## config.mk

```make
export PLATFORM = sky130hd
export DESIGN_NAME = pid_decoder
export DESIGN_NICKNAME = d
export VERILOG_FILES = /design/src/hdl/pid_pkg.sv /design/src/hdl/pid_clk_div.sv /design/src/hdl/pid_decoder.sv
export SDC_FILE = /design/constraint.sdc
export NUM_CORES = 1
export LEC_CHECK = 0
export BUFFER_PORTS_ARGS = -buffer_cell sky130_fd_sc_hd__buf_2
export CORE_ASPECT_RATIO = 0.5
export CORE_UTILIZATION = 44
export DETAILED_ROUTE_END_ITERATION = 8
export MAX_ROUTING_LAYER = met4
export PLACE_DENSITY = 0.67
export SKIP_CTS_REPAIR_TIMING = 1
export SYNTH_ARGS = -nofsm -noshare
export SYNTH_HDL_FRONTEND = slang
export SYNTH_SLANG_ARGS = --single-unit
```

## constraint.sdc

```tcl
create_clock -name core_clk -period 8.05 [get_ports core_clk]
set_clock_uncertainty 0.1 [all_clocks]
set_input_delay 1.2075 -clock core_clk [delete_from_list [all_inputs] [get_ports core_clk]]
set_output_delay 1.2075 -clock core_clk [all_outputs]
set_load 0.05 [all_outputs]
```

## src/hdl/pid_pkg.sv

```systemverilog
// Package for the prefix instruction decoder: codes, timing and carriers.
// Assumes a single 10 MHz core clock and byte-wide instruction fetch.
package pid_pkg;

  // Clock and timing
  localparam int unsigned CORE_CLK_HZ            = 10_000_000;
  localparam int unsigned INPUT_CLOCK_HZ         = 5_000_000;
  localparam int unsigned PLL_MULTIPLIER_X10     = 40;
  localparam int unsigned PROCESSOR_CYCLE_NS     = 50;
  localparam int unsigned CORE_PERIOD_NS         = 1_000_000_000 / CORE_CLK_HZ;
  localparam int unsigned PROC_CYCLE_CLKS_RAW    = PROCESSOR_CYCLE_NS / CORE_PERIOD_NS;
  localparam int unsigned PROCESSOR_CYCLE_CLKS   =
    (PROC_CYCLE_CLKS_RAW < 1) ? 1 : PROC_CYCLE_CLKS_RAW;

  // Byte layout
  localparam int unsigned FN_MSB   = 7;
  localparam int unsigned FN_LSB   = 4;
  localparam int unsigned NIB_MSB  = 3;
  localparam int unsigned NIB_LSB  = 0;
  localparam int unsigned NIB_W    = 4;
  localparam int unsigned WORD_W   = 32;

  // Function codes
  localparam logic [3:0] FN_JUMP   = 4'h0;
  localparam logic [3:0] FN_PREFIX = 4'h2;
  localparam logic [3:0] FN_LDC    = 4'h4;
  localparam logic [3:0] FN_NEGPFX = 4'h6;
  localparam logic [3:0] FN_ADC    = 4'h8;
  localparam logic [3:0] FN_OPR    = 4'hf;

  // Operation codes
  localparam logic [31:0] OP_ADD      = 32'h0000_0005;
  localparam logic [31:0] OP_LDDEVID  = 32'h0000_017c;
  localparam logic [31:0] OP_FPENTRY  = 32'h0000_00ab;
  localparam logic [31:0] OP_FPADD    = 32'h0000_0087;
  localparam logic [31:0] OP_FPCHKERR = 32'h0000_0083;

  // Cycle figures for the basic operation
  localparam logic [7:0] CYC_ONE     = 8'h01;
  localparam logic [7:0] CYC_JUMP    = 8'h03;
  localparam logic [7:0] CYC_PREFIX  = 8'h01;
  localparam logic [7:0] CYC_OPR_DEF = 8'h01;
  localparam logic [7:0] CYC_VAR_BASE = 8'h04;

  // Reset values
  localparam logic [31:0] OPERAND_RST = 32'h0000_0000;
  localparam logic [7:0]  COUNT_RST   = 8'h00;

  typedef struct packed {
    logic       valid;
    logic [7:0] data;
  } pid_byte_t;

  typedef struct packed {
    logic descheduling;
    logic main_error;
    logic float_error_flag;
  } pid_feat_t;

  typedef struct packed {
    logic        valid;
    logic [3:0]  func;
    logic [31:0] operand;
    logic        is_opr;
    pid_feat_t   feat;
    logic [7:0]  cycles;
  } pid_issue_t;

  typedef struct packed {
    logic        valid;
    logic [31:0] selector;
  } pid_fpu_t;

endpackage

```

## src/hdl/pid_clk_div.sv

```systemverilog
// Divider giving a one-cycle enable per processor cycle.
// Assumes the core clock is at least the processor cycle rate.
`timescale 1ns/1ps
module pid_clk_div
  import pid_pkg::*;
#(
  parameter int unsigned DIV = PROCESSOR_CYCLE_CLKS
) (
  // Clock and reset
  input  wire logic core_clk,
  input  wire logic rst_n,
  // Enable
  output logic      tick
);

  initial begin
    if (DIV < 1 || DIV > 255) begin
      $error("pid_clk_div: DIV out of range");
    end
  end

  typedef struct packed {
    logic [7:0] cnt;
    logic       tick;
  } pid_div_st_t;

  pid_div_st_t st_q;
  pid_div_st_t st_d;

  always_comb begin
    st_d = st_q;
    if (st_q.cnt == 8'(DIV - 1)) begin
      st_d.cnt  = 8'h00;
      st_d.tick = 1'b1;
    end else begin
      st_d.cnt  = st_q.cnt + 8'h01;
      st_d.tick = 1'b0;
    end
  end

  always_ff @(posedge core_clk) begin
    if (!rst_n) begin
      st_q <= '0;
    end else begin
      st_q <= st_d;
    end
  end

  assign tick = st_q.tick;

endmodule

```

## src/hdl/pid_decoder.sv

```systemverilog
// Prefix instruction decoder: builds operands from byte chains and issues instructions.
// Assumes bytes come from same-clock fetch logic; A register value is supplied by the core.
`timescale 1ns/1ps
module pid_decoder
  import pid_pkg::*;
#(
  parameter logic [31:0] DEVICE_ID = 32'h0000_0064  // Arbitrary identity value
) (
  // Clock and reset
  input  wire logic        core_clk,
  input  wire logic        rst_n,
  // Instruction byte fetch
  input  pid_byte_t        fetch,
  output logic             fetch_ready,
  // Core state
  input  wire logic [31:0] areg,
  input  wire logic [31:0] msg_addr,
  input  wire logic [31:0] msg_len,
  input  wire logic        fpu_busy,
  // Issued instruction, message word count and processor cycle enable
  output pid_issue_t       issue,
  output logic             push_a,
  output logic [31:0]      push_a_value,
  output pid_fpu_t         fpu_cmd,
  output logic [31:0]      msg_words,
  output logic             proc_tick
);

  // Figures the decoder logic is built around
  initial begin
    if (PLL_MULTIPLIER_X10 * INPUT_CLOCK_HZ / 10 != 1000 / PROCESSOR_CYCLE_NS * 1_000_000) begin
      $error("pid_decoder: processor clock figures disagree");
    end
    if (WORD_W != 32 || NIB_W != 4) begin
      $error("pid_decoder: operand logic needs 4-bit nibbles in 32-bit words");
    end
    if (FN_MSB - FN_LSB + 1 != NIB_W || NIB_MSB - NIB_LSB + 1 != NIB_W) begin
      $error("pid_decoder: byte fields do not match the nibble width");
    end
    if (PROCESSOR_CYCLE_CLKS > 255) begin
      $error("pid_decoder: processor cycle too long for the divider");
    end
  end

  typedef struct packed {
    logic [31:0] oreg;
    logic [7:0]  pfx_cnt;
    pid_issue_t  issue;
    logic        push_a;
    logic [31:0] push_val;
    pid_fpu_t    fpu;
    logic [31:0] msg_words;
    logic        ready;
    logic        tick;
  } pid_dec_st_t;

  pid_dec_st_t st_q;
  pid_dec_st_t st_d;
  logic        tick_w;

  // Processor cycle enable
  pid_clk_div #(
    .DIV (PROCESSOR_CYCLE_CLKS)
  ) u_div (
    .core_clk (core_clk),
    .rst_n    (rst_n),
    .tick     (tick_w)
  );

  // Highest set bit index of a word, zero when none
  function automatic logic [7:0] top_bit(input logic [31:0] v);
    logic [7:0] r;
    r = 8'h00;
    for (int i = 0; i < WORD_W; i++) begin
      if (v[i]) begin
        r = 8'(i);
      end
    end
    return r;
  endfunction

  // Words spanned by a byte message, partial words counted whole
  function automatic logic [31:0] span_words(input logic [31:0] addr, input logic [31:0] len);
    logic [33:0] first;
    logic [33:0] last;
    first = {2'b00, addr} >> 2;
    last  = ({2'b00, addr} + {2'b00, len} + 34'h3) >> 2;
    return (len == 32'h0) ? 32'h0 : 32'(last - first);
  endfunction

  // Prefix cycle tally, held at its ceiling so a runaway chain cannot wrap
  function automatic logic [7:0] pfx_next(input logic [7:0] cnt);
    logic [7:0] n;
    n = cnt + CYC_PREFIX;
    if (n < cnt) begin
      n = 8'hff;
    end
    return n;
  endfunction

  // Descheduling and error attributes of a finished instruction
  function automatic pid_feat_t feat_of(input logic [3:0] fn, input logic [31:0] opnd,
                                        input logic [31:0] a_val);
    pid_feat_t f;
    f = '0;
    if (fn == FN_JUMP) begin
      f.descheduling = 1'b1;
    end
    if (fn == FN_ADC) begin
      f.main_error = 1'b1;
    end
    if (fn == FN_OPR && (opnd == OP_ADD || opnd == OP_FPCHKERR)) begin
      f.main_error = 1'b1;
    end
    if (fn == FN_OPR && opnd == OP_FPENTRY) begin
      f.float_error_flag = (a_val == OP_FPADD);
    end
    return f;
  endfunction

  // Basic cycles of a finished instruction, prefix bytes not yet added
  function automatic logic [7:0] cycles_of(input logic [3:0] fn, input logic [31:0] opnd,
                                           input logic [31:0] a_val);
    logic [7:0] c;
    c = CYC_ONE;
    if (fn == FN_JUMP) begin
      c = CYC_JUMP;
    end
    if (fn == FN_OPR) begin
      c = CYC_OPR_DEF;
      if (opnd == OP_ADD && a_val[31]) begin
        c = CYC_VAR_BASE + top_bit(a_val);
      end
    end
    return c;
  endfunction

  always_comb begin
    logic [3:0]  fn;
    logic [3:0]  nib;
    logic [31:0] opnd;
    logic [7:0]  cyc;
    fn   = fetch.data[FN_MSB:FN_LSB];
    nib  = fetch.data[NIB_MSB:NIB_LSB];
    opnd = st_q.oreg | {28'h0, nib};
    cyc  = cycles_of(fn, opnd, areg);
    st_d = st_q;
    st_d.tick        = tick_w;
    st_d.issue.valid = 1'b0;
    st_d.push_a      = 1'b0;
    st_d.fpu.valid   = 1'b0;
    st_d.ready       = 1'b1;
    st_d.msg_words   = span_words(msg_addr, msg_len);
    if (fetch.valid && st_q.ready) begin
      // Prefix bytes give no answer; the chain waits for its function byte
      case (fn)
        FN_PREFIX: begin
          st_d.oreg    = opnd << NIB_W;
          st_d.pfx_cnt = pfx_next(st_q.pfx_cnt);
        end
        FN_NEGPFX: begin
          st_d.oreg    = (~opnd) << NIB_W;
          st_d.pfx_cnt = pfx_next(st_q.pfx_cnt);
        end
        default: begin
          // The final byte consumes the operand and issues the instruction
          st_d.oreg          = OPERAND_RST;
          st_d.pfx_cnt       = COUNT_RST;
          st_d.issue.valid   = 1'b1;
          st_d.issue.func    = fn;
          st_d.issue.operand = opnd;
          st_d.issue.is_opr  = (fn == FN_OPR);
          st_d.issue.feat    = feat_of(fn, opnd, areg);
          if (fn == FN_LDC) begin
            st_d.push_a       = 1'b1;
            st_d.push_val     = opnd;
          end
          if (fn == FN_OPR) begin
            if (opnd == OP_LDDEVID) begin
              st_d.push_a   = 1'b1;
              st_d.push_val = DEVICE_ID;
            end
            if (opnd == OP_FPENTRY) begin
              st_d.fpu.valid    = 1'b1;
              st_d.fpu.selector = areg;
            end
          end
          // Concurrency: FPU busy never stalls integer issue
          st_d.issue.cycles = cyc + st_q.pfx_cnt;
        end
      endcase
    end
    // FPU busy is only watched; a new selector is still passed on
    if (fpu_busy && st_d.fpu.valid) begin
      st_d.fpu.valid = 1'b1;
    end
  end

  always_ff @(posedge core_clk) begin
    if (!rst_n) begin
      st_q <= '0;
    end else begin
      st_q <= st_d;
    end
  end

  assign fetch_ready  = st_q.ready;
  assign issue        = st_q.issue;
  assign push_a       = st_q.push_a;
  assign push_a_value = st_q.push_val;
  assign fpu_cmd      = st_q.fpu;
  assign msg_words    = st_q.msg_words;
  assign proc_tick    = st_q.tick;

endmodule

```

Yosys cells after proc, flatten, opt, wreduce, memory -nomap -nowiden
Cells that the tools add are included.

word-level totals
  bits in read-only memories = 0
  bits in latches = 0
  output and inout port bits = 149
  logic and storage cells = 109
  bits of input ports = 108
  memories = 0
  RAM bits = 0
  register bits after elaboration = 198

cells by class
  $mul = 0
  add/sub/neg operators = 7
  multiplexer cells = 51
  shift operators = 0
  bitwise operators = 5
  reduce and logical (&&, ||, !) cells = 16
  $lt $le $gt $ge = 1
  eq/ne operators = 10
  div/mod/pow operators = 0

operators with widths
  kind                                                  count
  2-to-1 mux 8 bit                                      35
  2-to-1 mux 33 bit                                     4
  2-to-1 mux 115 bit                                    1
  equality test 32 x 8 -> 1 bit, second input constant  3
  case mux 40 bit (2 select lines)                      1
  2-to-1 mux 66 bit                                     1
  adder 33 x 2 -> 34 bit, second input constant         1
  adder 32 x 32 -> 33 bit                               1
  equality test 32 x 3 -> 1 bit, second input constant  1
  equality test 32 x 9 -> 1 bit, second input constant  1
  zero test 32 bit                                      1
  OR 32 x 4 -> 32 bit                                   1
  subtractor 32 x 30 -> 32 bit                          1
  inverter 28 bit                                       1
  adder 8 x 1 -> 8 bit, second input constant           2
  adder 3 x 8 -> 8 bit, first input constant            1
  adder 8 bit                                           1
  equality test 4 x 3 -> 1 bit, second input constant   2
  equality test 4 bit, second input constant            2
  zero test 8 bit                                       1
  less-than comparator 8 bit                            1
  2-to-1 mux 1 bit                                      7
  OR reduction 2 bit                                    3
  logical AND 1 bit                                     5
  8 further kinds                                       12

Longest topological paths before layout
  depth after elaboration = 41
  depth in mapped cells = 24

Cells and area by module
From an unflattened synthesis, not the netlist that was laid out.

second synthesis, totals
  cell total of the unflattened synthesis = 1538
  area, all modules = 12416.9 µm²

modules (own cells, without submodules)
  module       instances  cells each  area each (µm²)  seq. area each (µm²)
  pid_decoder  1          1495        12014.0          3703.6
  pid_clk_div  1          43          402.9            180.2

Least setup slack after synthesis
OpenSTA, ideal clock, no wires.

  kind = input to register
  start point = in msg_addr[1]
  end point = reg st_q, in the netlist msg_words[31]
  required time = 7.879 ns
  path slack = 2.469 ns
  arrival = 5.410 ns
  stages = 24
  cells stage by stage = inv_1 ha_1 o21ba_2 fa_1 a211oi_1 o21bai_1 nor2_1 o21ai_0 and2_1 a21oi_1 o21bai_1 a21oi_1 xnor2_1 ha_1 a21o_1 a21o_1 a21oi_1 nor2_1 a211oi_1 o31ai_2 a221oi_4 o21ai_1 or4_1 a21oi_1

on the way
  word-level cells in the longest chain between the ends = 3

RTL lines
  item                          RTL line            text
  from (decl)                   pid_decoder.sv:17   input wire logic [31:0] msg_addr,
  adder 32 x 32 -> 33 bit       pid_decoder.sv:87   last = ({2'b00, addr} + {2'b00, len} + 34'h3) >> 2;
  adder 33 x 2 -> 34 bit        pid_decoder.sv:87
  subtractor 32 x 30 -> 32 bit  pid_decoder.sv:88   return (len == 32'h0) ? 32'h0 : 32'(last - first);
  to (signal assigned)          pid_decoder.sv:203  st_q <= st_d;
  to (decl)                     pid_decoder.sv:57   pid_dec_st_t st_q;

Every way passes these cells.
A chain may end at the register's enable or synchronous reset.

Worst setup path after layout
  start point = in msg_len[1]
  end point = reg st_q, in the netlist msg_words[31]

on the way
  word-level cells in the longest chain between the ends = 3
  elaborated cells on any way between the ends = 5
  classes of those cells = 3 x add/sub; 2 x reduce/logical

RTL lines
  item                          RTL line           text
  from (decl)                   pid_decoder.sv:18  input wire logic [31:0] msg_len,
  adder 32 x 32 -> 33 bit       pid_decoder.sv:87
  adder 33 x 2 -> 34 bit        pid_decoder.sv:87
  subtractor 32 x 30 -> 32 bit  pid_decoder.sv:88

Several ways; a longest one is shown, not always the timed one.

==> metrics.md <==
| Metric | Value |
|---|---|
| Worst Path Max Fanout | `4` |
| Type of destination of the critical path | `flip-flop` |
| Overall fraction of global-route tracks in use | `0.213` |
| TritonCTS clock tree | `yes` |
| Fin crit share | `0.715` |
| Share of final-layout standard cells stronger than drive strength 1 | `0.197` |
| Worst Hold Depth | `1` |
| Die boundary width | `235 µm` |
| H-Tree Depth | `4` |
| Count of standard-cell rows | `42` |
| Most area-hungry cell type in the Yosys netlist | `sky130_fd_sc_hd__dfxtp_1` |
| Area post-placement | `0.0124 mm²` |
| Run status | `finished clean` |
| Delay of the slowest cell on the worst path | `510 ps` |
| Synthesized flop and latch total | `194` |
| Warning count from the yosys run | `0` |
| Remaining Overflow, GRT | `0` |
| Cell area after layout | `0.0130 mm²` |
| Antenna violations before repair | `0` |
| Via Count | `9991` |
| Reported leakage power | `0.00583 µW` |
| Critical setup path kind | `in2reg` |
| Data required time at the worst endpoint | `8310 ps` |
| R2r worst-path depth | `16` |
| Detailed-router iteration count before antenna repair | `5` |
| Post-synthesis sequential area ratio | `0.325` |
| Area growth syn-to-layout | `9.01%` |
| Peak clock frequency supported by timing | `0.174 GHz` |
| Number of vias per cell after detailed routing | `5.13` |
| Proportion of synthesized flip-flops having asynchronous set or reset | `0` |
| Number of diodes added for antenna fixing | `0` |
| Remaining design rule violation count | `0` |
| Actual slew at the worst max-slew pin | `1160 ps` |
| IO buf count | `255` |
| Largest net degree at the start of global routing | `76` |
| Ratio of total power to cell area | `224 mW/mm²` |
| Number of maximum-capacitance constraint violations | `0` |
| Number of nets produced by synthesis | `1727` |
| Start point of the worst min-delay path | `u_div.tick$_SDFF_PN0_` |
| Top cell type's share of synthesized area | `0.325` |
| Normalized max-slew margin | `0.225` |
| Overall routed net length | `29.0 mm` |
| Clock Root Buffer | `sky130_fd_sc_hd__clkbuf_16` |
| I/O pin count | `257` |
| Hold crit path type | `reg2reg` |
| Height of the die | `119 µm` |
| Number of global-route vias before repair | `9119` |
| Number of buffers inserted during clock tree synthesis | `17` |
| Area of the die | `0.0279 mm²` |
| Register-to-Register Setup Slack | `3650 ps` |
| Synth top area cells | `sky130_fd_sc_hd__dfxtp_1, sky130_fd_sc_hd__ha_1, sky130_fd_sc_hd__buf_4` |
| Setup repair after global routing missed its margin | `no` |
| Mean instance size in the synthesized netlist | `7.92 µm²` |
| First-pass GRT wire length | `46.7 mm` |
| Max VDD drop | `0.126 mV` |
| Post-synthesis cell count | `1511` |
| Top_reg_cell synth | `sky130_fd_sc_hd__dfxtp_1` |
| Worst flop-to-flop path endpoint | `issue[7]$_SDFFE_PN0P_` |
| Final Wtd Congestion | `0.927` |
| Netlist area before placement | `0.0120 mm²` |
| Post-DR wirelength/cell | `14.9 µm` |
| Number of buffers between clock root and the deepest sink | `2` |
| Clk Latency, worst-skew pair | `440 ps` |
| Count of routing violations after the opening detailed-route iteration | `588` |
| Post-DRT Antenna Nets | `0` |
| Fin Setup TNS | `0 ps` |
| Most prevalent standard cell on the critical path | `sky130_fd_sc_hd__a21oi_1` |
| Crit start category | `primary input` |
| Crit path arrival time | `6020 ps` |
| Clk pin slew, worst setup/hold paths | `80 ps` |
| CP max-delay cell | `sky130_fd_sc_hd__or4_1` |
| Hold violation count in the final report | `0` |
| Clock sink count | `194` |
| Initial core utilization | `0.450` |
| Number of synthesized flops with an enable pin | `0` |
| Terminating pin of the worst hold path | `proc_tick$_SDFF_PN0_` |
| Area inside the core boundary | `0.0266 mm²` |
| Start of the worst register-to-register path | `st_q[183]$_SDFFE_PN0P_` |
| Count of nets after finishing | `1799` |
| Max-slew violation count | `0` |
| Crit path time final | `5760 ps` |
| Distinct cell type count after synthesis | `66` |
| DPL Wire Length | `21.6 mm` |
| Total setup violations reported at the end of the flow | `0` |
registers in the layout, summed over array words and instances (netlist names):
signal	flops
fetch_ready	1
fpu_cmd	33
issue	49
msg_words	32
proc_tick	1
push_a	1
push_a_value	32
st_q	36
u_div.st_q	8
u_div.tick	1
synth_stat cells (all sizes together) (3+ instances only):
master	count
nand4	12
and4	3
o31ai	3
o41ai	4
a21boi	3
a41oi	3
a31oi	3
ha	105
o2111ai	3
or3	6
a211oi	14
inv	52
nor2b	7
o21ai	47
fa	3
nand3	13
a32o	3
nand2b	7
buf	158
dfxtp	194
a21o	28
nor2	120
a2111oi	3
a21oi	187
a22oi	6
nand2	243
xor2	27
or2	4
nor4b	4
o21bai	7
and2	10
or4	4
xnor2	67
o21a	8
nor4	20
and3	8
clkbuf	51
nor3	39
o211ai	5
worst max-delay path by stage:
stage | start | end | slack [ps] | depth (start not counted)
after floorplan | msg_addr[1] | msg_words[31]$_SDFF_PP0_ | 2470 | 24
after global placement | msg_len[1] | msg_words[31]$_SDFF_PP0_ | 1940 | 25
after detailed placement | msg_len[1] | msg_words[31]$_SDFF_PP0_ | 1880 | 25
after CTS | msg_len[1] | msg_words[31]$_SDFF_PP0_ | 2340 | 25
after global routing | msg_len[1] | msg_words[31]$_SDFF_PP0_ | 1930 | 25
final | msg_len[1] | msg_words[31]$_SDFF_PP0_ | 2290 | 25
kinds of logic after synthesis:
kind of cell             share of synthesized area
other                                     0.000628
XOR/XNOR                                    0.0688
AO/OA/AOI/OAI                                0.178
adder cells (fa/ha/maj)                      0.115
multiplexers                              0.000837
AND/OR/NAND/NOR                              0.185
buffers and inverters                        0.128
flip-flops                                   0.325
metrics by stage:
| step | instances | hold WS [ps] | util | setup slack (ps) | total power (µW) |
|---|---|---|---|---|---|
| after floorplan | 1511 | 312 | - | 2470 | 1940 |
| after global placement | 1916 | 332 | 0.467 | 1940 | 2090 |
| after detailed placement | 1916 | 321 | 0.467 | 1880 | 2090 |
| after CTS | 1948 | 344 | 0.490 | 2340 | 2950 |
| after global routing | 1948 | 359 | 0.490 | 1930 | 3100 |
| final | 1948 | 338 | 0.490 | 2290 | 2920 |
report_power, final:
| part | leakage (µW) | switching, µW | internal [µW] |
|---|---|---|---|
| Clock | 0.000295 | 433 | 423 |
| Sequential | 0.00157 | 20.8 | 1030 |
| Combinational | 0.00396 | 673 | 346 |
| Total | 0.00583 | 1130 | 1800 |
worst max-delay path: cells and delay by family:
family          cells  cell delay [ps]
xor+xnor            1               90
compound gates     15             2770
fa+ha+maj           3              920
buf+inv             2              130
simple gates        4              920
layer usage:
layer  routed length [µm]  up-vias  global-route usage
met5                    0        -                   -
met4                  456        0              0.0543
met3                  982       26              0.0336
met2                13600      180               0.346
met1                14000     4596               0.276
li1                     -     5189                   -
cell usage in the layout (no fill, tap or decap), types with 4 or more instances in the layout:
cell type | netlist | final
sky130_fd_sc_hd__o21bai_1 | 7 | 7
sky130_fd_sc_hd__nor3_1 | 39 | 39
sky130_fd_sc_hd__nand2b_1 | 7 | 7
sky130_fd_sc_hd__o211ai_1 | 5 | 5
sky130_fd_sc_hd__clkinv_8 | 0 | 5
sky130_fd_sc_hd__buf_2 | 0 | 255
sky130_fd_sc_hd__nor2b_1 | 7 | 7
sky130_fd_sc_hd__nor2_1 | 120 | 118
sky130_fd_sc_hd__a22oi_1 | 6 | 6
sky130_fd_sc_hd__buf_4 | 146 | 7
sky130_fd_sc_hd__nor4b_1 | 4 | 4
sky130_fd_sc_hd__nor4_1 | 20 | 20
sky130_fd_sc_hd__xnor2_1 | 67 | 67
sky130_fd_sc_hd__a211oi_1 | 14 | 14
sky130_fd_sc_hd__or4_1 | 4 | 4
sky130_fd_sc_hd__ha_1 | 105 | 105
sky130_fd_sc_hd__and2_1 | 10 | 10
sky130_fd_sc_hd__nand2_1 | 243 | 241
sky130_fd_sc_hd__dfxtp_1 | 194 | 194
sky130_fd_sc_hd__o21ai_0 | 45 | 44
sky130_fd_sc_hd__or2_2 | 4 | 4
sky130_fd_sc_hd__clkbuf_16 | 0 | 17
sky130_fd_sc_hd__nand4_1 | 12 | 12
sky130_fd_sc_hd__a21o_1 | 28 | 28
sky130_fd_sc_hd__inv_1 | 52 | 51
sky130_fd_sc_hd__o41ai_1 | 4 | 4
sky130_fd_sc_hd__a21oi_1 | 187 | 186
sky130_fd_sc_hd__nand3_1 | 13 | 13
sky130_fd_sc_hd__and3_1 | 8 | 8
sky130_fd_sc_hd__clkinv_4 | 0 | 4
sky130_fd_sc_hd__o21a_1 | 8 | 8
sky130_fd_sc_hd__or3_1 | 6 | 6
sky130_fd_sc_hd__xor2_1 | 27 | 27
layout make-up:
class	count	area (µm²)
fill	2710	13600
sequential	194	3880
tap	352	440
inverter	52	198
clock buffer	17	425
timing repair buffer	262	1330
multi-input combinational	1056	6580
clock inverter	15	184
Note: power is estimated with default switching activity, not from simulation.
